--- src/inc/pwu_pkg.sv ---
// Package: register map, field positions, reset values and mode codes
// Assumes: used with package::name only, no import
package pwu_pkg;
  localparam logic [3:0] OFF_WAKE_CTRL  = 4'h0;
  localparam logic [3:0] OFF_RST_CTRL   = 4'h4;
  localparam logic [3:0] OFF_SNAP       = 4'h8;
  localparam logic [3:0] OFF_PRESCALE   = 4'hc;
  localparam int         FLAG_BIT       = 7;
  localparam int         ACK_BIT        = 6;
  localparam int         PAGE_BIT       = 7;
  localparam logic [5:0] INTERVAL_RST   = 6'h3f;
  localparam logic [5:0] PRESCALE_RST   = 6'h1f;
  localparam logic [5:0] DIVIDER_PRESET = 6'h3f;
  localparam int         PRESCALE_BASE  = 504;
  localparam int         PRESCALE_STEP  = 16;
  localparam int         LFO_PERIOD_NS  = 1000000;
  localparam int         CLK_PERIOD_NS  = 100;
  localparam int         LFO_CYCLES     = LFO_PERIOD_NS / CLK_PERIOD_NS;
  typedef enum logic [1:0] {MODE_RUN, MODE_LIGHT_STOP, MODE_DEEP_STOP} mode_t;
endpackage

--- src/pwu_tick_gen.sv ---
// Tick generator: LFO enable from the system clock, then prescaled tick
// Assumes: single clock domain, freeze halts both stages
`timescale 1ns/1ns
`default_nettype none
module pwu_tick_gen #(
  parameter int LFO_CYCLES = pwu_pkg::LFO_CYCLES
) (
  input  wire logic       clk_i,
  input  wire logic       rst_i,
  input  wire logic       por_i,
  input  wire logic       run_i,
  input  wire logic [5:0] prescale_i,
  output logic            tick_o
);
  if (LFO_CYCLES < 1) begin : g_lfo_check
    $error("LFO_CYCLES must be at least 1");
  end

  logic [31:0] lfo_cnt_q;
  logic [10:0] pre_cnt_q;
  logic        lfo_en;
  logic [10:0] pre_limit;

  assign lfo_en    = run_i && (lfo_cnt_q == 32'(LFO_CYCLES - 1));
  assign pre_limit = 11'(pwu_pkg::PRESCALE_BASE - 1) + 11'({prescale_i, 4'h0});

  always_ff @(posedge clk_i) begin
    if (rst_i && por_i) begin
      lfo_cnt_q <= 32'h0;
    end else if (run_i) begin
      lfo_cnt_q <= lfo_en ? 32'h0 : lfo_cnt_q + 32'h1;
    end
  end

  always_ff @(posedge clk_i) begin
    if (rst_i && por_i) begin
      pre_cnt_q <= 11'h0;
      tick_o    <= 1'b0;
    end else begin
      tick_o <= 1'b0;
      if (lfo_en) begin
        if (pre_cnt_q >= pre_limit) begin
          pre_cnt_q <= 11'h0;
          tick_o    <= 1'b1;
        end else begin
          pre_cnt_q <= pre_cnt_q + 11'h1;
        end
      end
    end
  end
endmodule
`default_nettype wire

--- src/pwu_top.sv ---
// Periodic wakeup and periodic reset unit with APB register slave
// Assumes: APB master on SYS_CLK_I, reset kind given beside RST_I
//
// Local design decisions: the placing of the registers and the APB interface to the registers.
`timescale 1ns/1ns
`default_nettype none
module pwu_top #(
  parameter int LFO_CYCLES = pwu_pkg::LFO_CYCLES
) (
  // Clock and reset
  input  wire logic        SYS_CLK_I,
  input  wire logic        RST_I,
  input  wire logic        RST_POR_I,
  input  wire logic        RST_FROM_STOP_I,
  // Operating mode
  input  wire logic [1:0]  MODE_I,
  input  wire logic        DEBUG_FREEZE_I,
  // APB
  input  wire logic        PSEL_I,
  input  wire logic        PENABLE_I,
  input  wire logic        PWRITE_I,
  input  wire logic [3:0]  PADDR_I,
  input  wire logic [31:0] PWDATA_I,
  output logic [31:0]      PRDATA_O,
  output logic             PREADY_O,
  output logic             PSLVERR_O,
  // System requests
  output logic             WAKE_IRQ_O,
  output logic             PERIODIC_RESET_O,
  output logic             CLOCK_RESTART_O,
  output logic             DEEP_STOP_EXIT_O,
  output logic             RESET_SOURCE_POR_ONLY_O
);
  ////////////////////////////////////////////////////////////////////////////
  logic       wake_flag_q;
  logic       periodic_reset_flag_q;
  logic [5:0] wake_interval_q;
  logic [5:0] reset_interval_q;
  logic [5:0] tick_prescale_q;
  logic       page_select_q;
  logic [5:0] counter_snapshot_q;
  logic [5:0] wake_cnt_q;
  logic [5:0] rst_cnt_q;
  logic       ev_wake_q;
  logic       ev_rst_q;
  logic       tick;
  logic       run;
  logic       wake_ev;
  logic       rst_ev;
  logic       wr;
  logic       rd;
  logic [5:0] wdat;
  logic       wr_wake;
  logic       wr_rst;
  logic       wake_wr_ok;
  logic       rst_wr_ok;

  assign run  = !DEBUG_FREEZE_I;
  assign wr   = PSEL_I && PENABLE_I && PWRITE_I;
  assign rd   = PSEL_I && PENABLE_I && !PWRITE_I;
  assign wdat = PWDATA_I[5:0];
  assign wr_wake = wr && (PADDR_I == pwu_pkg::OFF_WAKE_CTRL);
  assign wr_rst  = wr && (PADDR_I == pwu_pkg::OFF_RST_CTRL);
  // Interlock keeps at least one of the two intervals alive
  assign wake_wr_ok = (wdat != 6'h0) || (reset_interval_q != 6'h0);
  assign rst_wr_ok  = (wdat != 6'h0) || (wake_interval_q != 6'h0);

  pwu_tick_gen #(.LFO_CYCLES(LFO_CYCLES)) u_tick (
    .clk_i      (SYS_CLK_I),
    .rst_i      (RST_I),
    .por_i      (RST_POR_I),
    .run_i      (run),
    .prescale_i (tick_prescale_q),
    .tick_o     (tick)
  );

  ////////////////////////////////////////////////////////////////////////////
  // Wakeup counter
  assign wake_ev = tick && run && !RST_I && (wake_interval_q != 6'h0) &&
                   (wake_cnt_q + 6'h1 >= wake_interval_q);

  always_ff @(posedge SYS_CLK_I) begin
    if (RST_I) begin
      wake_cnt_q <= 6'h0;
    end else if (wr_wake && wake_wr_ok && wdat != wake_interval_q) begin
      wake_cnt_q <= (wdat == 6'h0) ? pwu_pkg::DIVIDER_PRESET : 6'h0;
    end else if (wake_ev) begin
      wake_cnt_q <= 6'h0;
    end else if (tick && run && wake_interval_q != 6'h0) begin
      wake_cnt_q <= wake_cnt_q + 6'h1;
    end
  end

  ////////////////////////////////////////////////////////////////////////////
  // Periodic reset counter, clocked by wakeup events
  assign rst_ev = wake_ev && (reset_interval_q != 6'h0) &&
                  (rst_cnt_q + 6'h1 >= reset_interval_q);

  always_ff @(posedge SYS_CLK_I) begin
    if (RST_I) begin
      rst_cnt_q <= 6'h0;
    end else if (wr_rst && rst_wr_ok && wdat != reset_interval_q) begin
      rst_cnt_q <= 6'h0;
    end else if (rst_ev) begin
      rst_cnt_q <= 6'h0;
    end else if (wake_ev && reset_interval_q != 6'h0) begin
      rst_cnt_q <= rst_cnt_q + 6'h1;
    end
  end

  ////////////////////////////////////////////////////////////////////////////
  // Interval registers
  always_ff @(posedge SYS_CLK_I) begin
    if (RST_I) begin
      wake_interval_q  <= pwu_pkg::INTERVAL_RST;
      reset_interval_q <= pwu_pkg::INTERVAL_RST;
    end else begin
      if (wr_wake && wake_wr_ok) begin
        wake_interval_q <= wdat;
      end
      if (wr_rst && rst_wr_ok) begin
        reset_interval_q <= wdat;
      end
    end
  end

  always_ff @(posedge SYS_CLK_I) begin
    if (RST_I && RST_POR_I && !RST_FROM_STOP_I) begin
      tick_prescale_q <= pwu_pkg::PRESCALE_RST;
    end else if (!RST_I && wr && PADDR_I == pwu_pkg::OFF_PRESCALE) begin
      tick_prescale_q <= wdat;
    end
  end

  ////////////////////////////////////////////////////////////////////////////
  // Flags: set wins over acknowledge
  always_ff @(posedge SYS_CLK_I) begin
    if (RST_I) begin
      wake_flag_q <= 1'b0;
    end else if (wake_ev) begin
      wake_flag_q <= 1'b1;
    end else if (wr_wake && PWDATA_I[pwu_pkg::ACK_BIT]) begin
      wake_flag_q <= 1'b0;
    end
  end

  always_ff @(posedge SYS_CLK_I) begin
    if (RST_I && RST_POR_I && !ev_rst_q) begin
      periodic_reset_flag_q <= 1'b0;
    end else if (rst_ev) begin
      periodic_reset_flag_q <= 1'b1;
    end else if (!RST_I && wr_rst && PWDATA_I[pwu_pkg::ACK_BIT]) begin
      periodic_reset_flag_q <= 1'b0;
    end
  end

  ////////////////////////////////////////////////////////////////////////////
  // Page select and snapshot
  always_ff @(posedge SYS_CLK_I) begin
    if (RST_I && RST_POR_I && !RST_FROM_STOP_I) begin
      page_select_q <= 1'b0;
    end else if (!RST_I && wr && PADDR_I == pwu_pkg::OFF_SNAP) begin
      page_select_q <= PWDATA_I[pwu_pkg::PAGE_BIT];
    end
  end

  always_ff @(posedge SYS_CLK_I) begin
    if (RST_I) begin
      counter_snapshot_q <= 6'h0;
    end else if (PSEL_I && !PENABLE_I && !PWRITE_I && PADDR_I == pwu_pkg::OFF_SNAP) begin
      counter_snapshot_q <= page_select_q ? rst_cnt_q : wake_cnt_q;
    end
  end

  ////////////////////////////////////////////////////////////////////////////
  // APB read data
  assign PREADY_O  = 1'b1;
  assign PSLVERR_O = PSEL_I && PENABLE_I &&
                     !(PADDR_I inside {pwu_pkg::OFF_WAKE_CTRL, pwu_pkg::OFF_RST_CTRL,
                                       pwu_pkg::OFF_SNAP, pwu_pkg::OFF_PRESCALE});

  always_comb begin
    PRDATA_O = 32'h0;
    if (rd) begin
      unique case (PADDR_I)
        pwu_pkg::OFF_WAKE_CTRL: PRDATA_O = {24'h0, wake_flag_q, 1'b0, wake_interval_q};
        pwu_pkg::OFF_RST_CTRL:  PRDATA_O = {24'h0, periodic_reset_flag_q, 1'b0, reset_interval_q};
        pwu_pkg::OFF_SNAP:      PRDATA_O = {24'h0, page_select_q, 1'b0, counter_snapshot_q};
        pwu_pkg::OFF_PRESCALE:  PRDATA_O = {26'h0, tick_prescale_q};
        default:                PRDATA_O = 32'h0;
      endcase
    end
  end

  ////////////////////////////////////////////////////////////////////////////
  // System requests
  always_ff @(posedge SYS_CLK_I) begin
    if (RST_I) begin
      ev_wake_q <= 1'b0;
    end else begin
      ev_wake_q <= wake_ev;
    end
  end

  // Event memory survives the reset it causes
  always_ff @(posedge SYS_CLK_I) begin
    if (rst_ev) begin
      ev_rst_q <= 1'b1;
    end else if (!RST_I || (RST_POR_I && !RST_FROM_STOP_I)) begin
      ev_rst_q <= 1'b0;
    end
  end

  assign WAKE_IRQ_O       = wake_flag_q;
  assign PERIODIC_RESET_O = rst_ev;
  assign CLOCK_RESTART_O  = (wake_ev || rst_ev) &&
                            (MODE_I == 2'(pwu_pkg::MODE_LIGHT_STOP));
  assign DEEP_STOP_EXIT_O = (wake_ev || rst_ev) &&
                            (MODE_I == 2'(pwu_pkg::MODE_DEEP_STOP));
  assign RESET_SOURCE_POR_ONLY_O = rst_ev &&
                                   (MODE_I == 2'(pwu_pkg::MODE_DEEP_STOP));

  ////////////////////////////////////////////////////////////////////////////
  property p_flag_set;
    @(posedge SYS_CLK_I) disable iff (RST_I) rst_ev |=> periodic_reset_flag_q;
  endproperty
  a_flag_set: assert property (p_flag_set) else $error("reset flag not set");
  property p_ack;
    @(posedge SYS_CLK_I) disable iff (RST_I)
      wr_rst && PWDATA_I[6] && !rst_ev |=> !periodic_reset_flag_q;
  endproperty
  a_ack: assert property (p_ack) else $error("reset flag not cleared");
  property p_no_double_zero;
    @(posedge SYS_CLK_I) disable iff (RST_I)
      !(wake_interval_q == 6'h0 && reset_interval_q == 6'h0);
  endproperty
  a_no_double_zero: assert property (p_no_double_zero) else $error("both intervals zero");
  property p_pulse;
    @(posedge SYS_CLK_I) disable iff (RST_I) PERIODIC_RESET_O |=> !PERIODIC_RESET_O;
  endproperty
  a_pulse: assert property (p_pulse) else $error("reset request longer than one cycle");
  property p_freeze;
    @(posedge SYS_CLK_I) disable iff (RST_I)
      DEBUG_FREEZE_I && !wr |=> $stable(wake_cnt_q) && $stable(rst_cnt_q);
  endproperty
  a_freeze: assert property (p_freeze) else $error("counter moved in debug");
  property p_wake_irq;
    @(posedge SYS_CLK_I) disable iff (RST_I) wake_ev |=> WAKE_IRQ_O;
  endproperty
  a_wake_irq: assert property (p_wake_irq) else $error("wake irq missing");
  property p_reload;
    @(posedge SYS_CLK_I) disable iff (RST_I) wake_ev && !wr |=> wake_cnt_q == 6'h0;
  endproperty
  a_reload: assert property (p_reload) else $error("counter not reloaded");
  property p_bit6;
    @(posedge SYS_CLK_I) disable iff (RST_I) rd |-> PRDATA_O[6] == 1'b0;
  endproperty
  a_bit6: assert property (p_bit6) else $error("bit 6 not zero");

  // Interlock, restart and reset survival
  property p_rst_on_wake;
    @(posedge SYS_CLK_I) disable iff (RST_I) rst_ev |-> wake_ev;
  endproperty
  a_rst_on_wake: assert property (p_rst_on_wake) else $error("reset request without wakeup");
  property p_restart;
    @(posedge SYS_CLK_I) disable iff (RST_I)
      wr_rst && rst_wr_ok && wdat != reset_interval_q |=> rst_cnt_q == 6'h0;
  endproperty
  a_restart: assert property (p_restart) else $error("reset count not restarted");
  property p_same_value;
    @(posedge SYS_CLK_I) disable iff (RST_I)
      wr_rst && wdat == reset_interval_q && !wake_ev |=> $stable(rst_cnt_q);
  endproperty
  a_same_value: assert property (p_same_value) else $error("same interval moved the count");
  property p_refuse_rst;
    @(posedge SYS_CLK_I) disable iff (RST_I)
      wr_rst && wdat == 6'h0 && wake_interval_q == 6'h0 |=> $stable(reset_interval_q);
  endproperty
  a_refuse_rst: assert property (p_refuse_rst) else $error("zero reset interval accepted");
  property p_refuse_wake;
    @(posedge SYS_CLK_I) disable iff (RST_I)
      wr_wake && wdat == 6'h0 && reset_interval_q == 6'h0 |=> $stable(wake_interval_q);
  endproperty
  a_refuse_wake: assert property (p_refuse_wake) else $error("zero wake interval accepted");
  property p_preset;
    @(posedge SYS_CLK_I) disable iff (RST_I)
      wr_wake && wdat == 6'h0 && reset_interval_q != 6'h0 && wake_interval_q != 6'h0 |=>
      wake_cnt_q == pwu_pkg::DIVIDER_PRESET;
  endproperty
  a_preset: assert property (p_preset) else $error("wake divider not preset");
  property p_flag_write;
    @(posedge SYS_CLK_I) disable iff (RST_I)
      wr_rst && !PWDATA_I[6] && !rst_ev |=> $stable(periodic_reset_flag_q);
  endproperty
  a_flag_write: assert property (p_flag_write) else $error("reset flag moved by write");
  property p_warm_keep;
    @(posedge SYS_CLK_I) RST_I && !RST_POR_I |=> $stable(periodic_reset_flag_q);
  endproperty
  a_warm_keep: assert property (p_warm_keep) else $error("reset flag lost on warm reset");
  property p_page_keep;
    @(posedge SYS_CLK_I) RST_I && !(RST_POR_I && !RST_FROM_STOP_I) |=> $stable(page_select_q);
  endproperty
  a_page_keep: assert property (p_page_keep) else $error("page select lost on reset");
  property p_deep_rst;
    @(posedge SYS_CLK_I) disable iff (RST_I)
      rst_ev && MODE_I == 2'(pwu_pkg::MODE_DEEP_STOP) |-> DEEP_STOP_EXIT_O && RESET_SOURCE_POR_ONLY_O;
  endproperty
  a_deep_rst: assert property (p_deep_rst) else $error("deep stop reset exit missing");
  property p_irq_level;
    @(posedge SYS_CLK_I) disable iff (RST_I) ev_wake_q |-> WAKE_IRQ_O;
  endproperty
  a_irq_level: assert property (p_irq_level) else $error("wake irq not held");

  // Main scenarios
  c_wake: cover property (@(posedge SYS_CLK_I) wake_ev);
  c_rst: cover property (@(posedge SYS_CLK_I) rst_ev);
  c_refuse: cover property (@(posedge SYS_CLK_I) wr_rst && !rst_wr_ok);
  c_light: cover property (@(posedge SYS_CLK_I) CLOCK_RESTART_O);
  c_deep: cover property (@(posedge SYS_CLK_I) DEEP_STOP_EXIT_O);
endmodule
`default_nettype wire

--- config.mk ---
export PLATFORM = sky130hd
export DESIGN_NAME = pwu_top
export DESIGN_NICKNAME = d
export VERILOG_FILES = /design/src/inc/pwu_pkg.sv /design/src/pwu_tick_gen.sv /design/src/pwu_top.sv
export SDC_FILE = /design/constraint.sdc
export NUM_CORES = 1
export LEC_CHECK = 0
export ABC_AREA = 0
export BUFFER_PORTS_ARGS = -buffer_cell sky130_fd_sc_hd__buf_2
export CAP_MARGIN = 20
export CORE_MARGIN = 3
export CORE_UTILIZATION = 55
export CTS_CLUSTER_DIAMETER = 60
export DETAILED_ROUTE_END_ITERATION = 8
export GPL_TIMING_DRIVEN = 0
export HOLD_SLACK_MARGIN = 0.06
export PLACE_DENSITY = 0.78
export SETUP_SLACK_MARGIN = 0.5
export SLEW_MARGIN = 5
export SYNTH_ARGS = -nofsm -noshare
export SYNTH_HDL_FRONTEND = slang
export SYNTH_HIERARCHICAL = 1
export SYNTH_SLANG_ARGS = --single-unit
--- constraint.sdc ---
create_clock -name SYS_CLK_I -period 3.25 [get_ports SYS_CLK_I]
set_input_delay 0.4875 -clock SYS_CLK_I [delete_from_list [all_inputs] [get_ports SYS_CLK_I]]
set_output_delay 0.4875 -clock SYS_CLK_I [all_outputs]
set_load 0.01 [all_outputs]
Yosys cells after proc, flatten, opt, wreduce, memory -nomap -nowiden. Index checks and enable logic that the tools add are counted.

Flip-flop bits (word level): 84. Logic and storage cells: 100.

Add/sub/neg operators: 5. $lt $le $gt $ge: 3. Eq/ne operators: 8. Multiplexer cells: 14. Bitwise logic cells: 1. Reductions and logical operators: 56.

Operators with widths (number): logical AND 1 bit (34); adder 32 x 1 -> 32 bit (second input constant) (1); equality test 32 x 14 -> 1 bit (second input constant) (1); 2-to-1 mux 32 bit (1); one-hot mux 8 bit (4 select lines) (1); 2-to-1 mux 6 bit (5); nonzero test 6 bit (3); adder 6 x 1 -> 6 bit (second input constant) (2); >= comparator 6 bit (2); != test 6 bit (2); adder 11 x 1 -> 11 bit (second input constant) (1); adder 9 x 10 -> 11 bit (first input constant) (1); >= comparator 11 bit (1); 2-to-1 mux 11 bit (1); equality test 4 bit (second input constant) (2); 2-to-1 mux 8 bit (1); zero test 1 bit (7); zero test 6 bit (1); 2-to-1 mux 1 bit (5); equality test 4 x 3 -> 1 bit (second input constant) (1); zero test 4 bit (1); logical OR 1 bit (4); nonzero test 2 bit (2); nonzero test 4 bit (1); other kinds (6) (6).

Longest topological paths before layout.
Depth after elaboration: 9. Gate-level depth with buffers: 11. Depth with buffers taken out: 11.

Hierarchy. The synthesis kept the hierarchy.

By module, submodules not included: pwu_top (times used 1, cells an instance 323, area an instance 2780.2 µm², seq. area each 800.8 µm²); pwu_tick_gen (times used 1, cells an instance 271, area an instance 2532.4 µm², seq. area each 880.8 µm²).

Least setup slack after synthesis. No wires, ideal clock.

Path kind: reg2out. From: register wake_cnt_q[0]. To: output port RESET_SOURCE_POR_ONLY_O. Data arrival time: 2.320 ns. Required time: 2.762 ns. Path slack: 0.443 ns. Cell stages (with the launch flop): 9. Buffers on the path: 0. Path through: dfxtp_1 > ha_1 > nand3_1 > xnor2_1 > ha_1 > o21ai_0 > a21oi_1 > nand4_4 > nor4b_1.

Word-level cells in the longest chain between the ends: 6.

RTL lines: start, declared (line pwu_top.sv:42) `logic [5:0] wake_cnt_q;`; start signal, assigned (line pwu_top.sv:86) `wake_cnt_q <= (wdat == 6'h0) ? pwu_pkg::DIVIDER_PRESET : 6'h0;`; start signal, assigned (line pwu_top.sv:90) `wake_cnt_q <= wake_cnt_q + 6'h1;`; adder 6 x 1 -> 6 bit (line pwu_top.sv:80) `(wake_cnt_q + 6'h1 >= wake_interval_q);`; >= comparator 6 bit (line pwu_top.sv:80); logical AND 1 bit (line pwu_top.sv:79) `assign wake_ev = tick && run && !RST_I && (wake_interval_q != 6'h0) &&`; logical AND 1 bit (2 in series) (line pwu_top.sv:96) `assign rst_ev = wake_ev && (reset_interval_q != 6'h0) &&`; logical AND 1 bit (line pwu_top.sv:220) `assign RESET_SOURCE_POR_ONLY_O = rst_ev &&`; end, declared (line pwu_top.sv:32) `output logic RESET_SOURCE_POR_ONLY_O`.

Every way passes these cells.

Worst setup path after layout.
From: register wake_cnt_q[2]. To: output port RESET_SOURCE_POR_ONLY_O.

The elaborated chain is that of the path after synthesis.

==> metrics.md <==
| Metric | Value |
|---|---|
| Status | `complete, no violations` |
| Pwr dens | `307 mW/mm²` |
| Most frequent cell after synthesis | `dfxtp_1` |
| Total GRT Usage | `22.5%` |
| Overall routed net length | `12700 µm` |
| Antenna Cells | `0` |
| Syn Std Cell Area | `0.00531 mm²` |
| Layout Skew | `11.4 ps` |
| Clk buf depth | `2` |
| Antenna-violating nets left | `0` |
| Final setup TNS | `0 ps` |
| Grt peak-use layer | `met2` |
| Final hold slack | `366 ps` |
| Distinct cells, synth | `62` |
| Register bit total from synthesis | `84` |
| IO buf count | `34` |
| Critical Path End Type | `primary output` |
| Leak | `2.62 nW` |
| Hold WC Path Type | `input port to register` |
| Final design area excluding fillers | `0.00633 mm²` |
| R2R depth | `11` |
| Synth warn | `6` |
| Post-synth EDFFs | `0` |
| Routability cong. | `0.869` |
| Max Clock Freq | `0.348 GHz` |
| Placed wire-length estimate | `9030 µm` |
| TritonCTS clock tree | `done` |
| Vias in the first global route | `4267` |
| Critical path arrival | `2380 ps` |
| TritonCTS Buffers | `9` |
| Crit path time final | `2870 ps` |
| WP data required | `2760 ps` |
| Area after DPL | `0.00574 mm²` |
| Max-slew headroom | `54.1%` |
| Crit path capture | `RESET_SOURCE_POR_ONLY_O` |
| Final nets | `751` |
| Layout cell share with drive strength beyond 1 | `28.4%` |
| Clock Latency Late Sink | `370 ps` |
| RSZ-0062 raised after global routing | `yes` |
| Clk root buf | `clkbuf_8` |
| Chip width | `104 µm` |
| Startpoint Class | `register` |
| IO Pins | `85` |
| Hold-fix buffers, CTS | `0` |
| Initial Util | `57.0%` |
| Dominant cells by area after synthesis | `dfxtp_1 32%, xnor2_1 8.1%, nor2_1 5.8%` |
| Sequential share of the synthesized area | `31.7%` |
| Largest net degree at the start of global routing | `15` |
| Yosys top cell by area | `dfxtp_1` |
| Synth cell count leaders | `84 x dfxtp_1, 82 x nor2_1, 49 x xnor2_1` |
| Reg-to-reg critical path endpoint | `rst_cnt_q[1]` |
| Die H | `104 µm` |
| Worst r2r src | `wake_cnt_q[2]` |
| Fin crit share | `88.4%` |
| Final hold violations | `0` |
| Clock sink count | `84` |
| Post-synth top area share | `31.7%` |
| Initial DRT Pass Iterations | `5` |
| Global-route wire length before repair | `20200 µm` |
| Final setup margin | `378 ps` |
| Crit path launch | `wake_cnt_q[2]` |
| Worst-Margin Slew | `688 ps` |
| Endpoints failing setup | `0` |
| Mapped Cells | `594` |
| Max-cap violations | `0` |
| Drt wl/cell | `15.6 µm` |
| Synth async-reset ratio | `0%` |
| Max VDD drop | `0.000339 V` |
| Met2 Usage GRT | `38.6%` |
| Met3 Use GR | `5.21%` |
| Pwr Total | `1.94 mW` |
| DRC | `0` |
| Cell Rows | `35` |
| CTS H-tree lvls | `3` |
| Ys flop type | `dfxtp_1` |
| Via count | `4486` |
| Initial antenna violation count | `0` |
| Met1 Track Usage GR | `28.0%` |
| CP max FO | `3` |
| R2R Setup Slk | `740 ps` |
| Pre-CTS WS | `136 ps` |
| Clk slew on worst S/H paths | `80 ps` |
| Hold Path Stages | `3` |
| Number of DRC markers in iteration 0 | `266` |
| Gr ovfl total | `0` |
| Core ar. | `0.00933 mm²` |
| Die area | `0.0109 mm²` |
| Setup Crit Path Kind | `register to primary output` |
| Max-slew violation count | `0` |
| Post-DR vias/cell | `5.50` |
| Syn Area/Cell | `8.94 µm²` |
| Area Growth Syn to Fin | `19.2%` |
[power by group]
part           internal (mW)  switching [mW]
Sequential              1.03          0.0106
Clock                  0.355           0.387
Combinational         0.0681          0.0899
[stage by stage]
step | utilization, % | instances
after CTS | 65.6 | 808
after floorplan | - | 618
after detailed placement | 61.5 | 781
after global routing | 67.9 | 815
final | 67.9 | 815
after global placement | 61.5 | 781
[layout by cell type, fill, tap and decap left out, drive strengths merged, types with 3 or more instances in the layout]
| cell | instances |
|---|---|
| clkbuf | 16 |
| xor2 | 20 |
| nand4 | 9 |
| mux2i | 14 |
| and3 | 11 |
| conb | 26 |
| xnor2 | 49 |
| nand2b | 13 |
| nand3 | 24 |
| nor4 | 24 |
| nor4b | 3 |
| buf | 91 |
| nor3 | 13 |
| and2 | 6 |
| a211o | 8 |
| and4 | 12 |
| dfxtp | 84 |
| mux4 | 6 |
| inv | 29 |
| nor2b | 5 |
| nand2 | 39 |
| nor2 | 86 |
| nor3b | 4 |
| a211oi | 7 |
| or2 | 3 |
| a21oi | 21 |
| ha | 24 |
| o21ai | 15 |
[what timing repair did]
action,4_1_cts,5_1_grt
resized for setup,32,25
setup endpoints to repair,10,4
pin swaps,9,10
buffers inserted,11,7
[logic make-up (layout without fill, tap and decap cells)]
kind of cell | after synthesis | in the layout | share of synthesized area, %
DFF | 84 | 84 | 31.7
adders and majority gates | 24 | 24 | 5.65
xor gates and xnor gates | 69 | 69 | 11.4
other | 2 | 26 | 0.141
AOI/OAI and AO/OA | 64 | 64 | 8.71
and+or+nand+nor | 258 | 258 | 29.7
buffers and inverters | 73 | 141 | 7.58
muxes | 20 | 20 | 5.18
[per-layer routing]
layer | share of wire (%) | vias to the layer above | wire length, µm
met2 | 50 | 144 | 6350
met5 | 0 | - | 0
met3 | 5.3 | 33 | 677
met4 | 2.6 | 0 | 326
li1 | - | 2184 | -
met1 | 42 | 2125 | 5390
[worst max-delay path: stages (launching register included)]
cell	delay (ps)
dfxtp_4	390
nand3_4	100
buf_6	140
xnor2_4	120
ha_4	290
o211ai_1	100
o21ai_2	290
nand4_4	160
nor4b_2	270
buf_2	160
[how the worst min path moves through the flow]
stage	from	end	slack, ps
floorplan	u_tick/pre_cnt_q[1]	u_tick/pre_cnt_q[1]	450
global placement	u_tick/pre_cnt_q[1]	u_tick/pre_cnt_q[1]	460
detailed placement	counter_snapshot_q[5]	counter_snapshot_q[5]	470
CTS	PWDATA_I[7]	page_select_q	360
global route	PWDATA_I[7]	page_select_q	380
finish	PWDATA_I[7]	page_select_q	370
[cell type report]
class | instances | area [µm²]
inverter | 28 | 108
multi-input combinational | 461 | 3550
tap | 129 | 161
sequential | 84 | 1700
buffer | 45 | 302
timing repair buffer | 52 | 319
clock buffer | 10 | 128
clock inverter | 6 | 63.8
fill | 737 | 2990
[state kept, by name (all words and copies together) (netlist names)]
register               cells
WAKE_IRQ_O                 1
counter_snapshot_q         6
ev_rst_q                   1
page_select_q              1
periodic_reset_flag_q      1
reset_interval_q           6
rst_cnt_q                  6
tick_prescale_q            6
u_tick/lfo_cnt_q          32
u_tick/pre_cnt_q          11
u_tick/tick_o              1
wake_cnt_q                 6
wake_interval_q            6
Power figures use the tool's default switching activity.
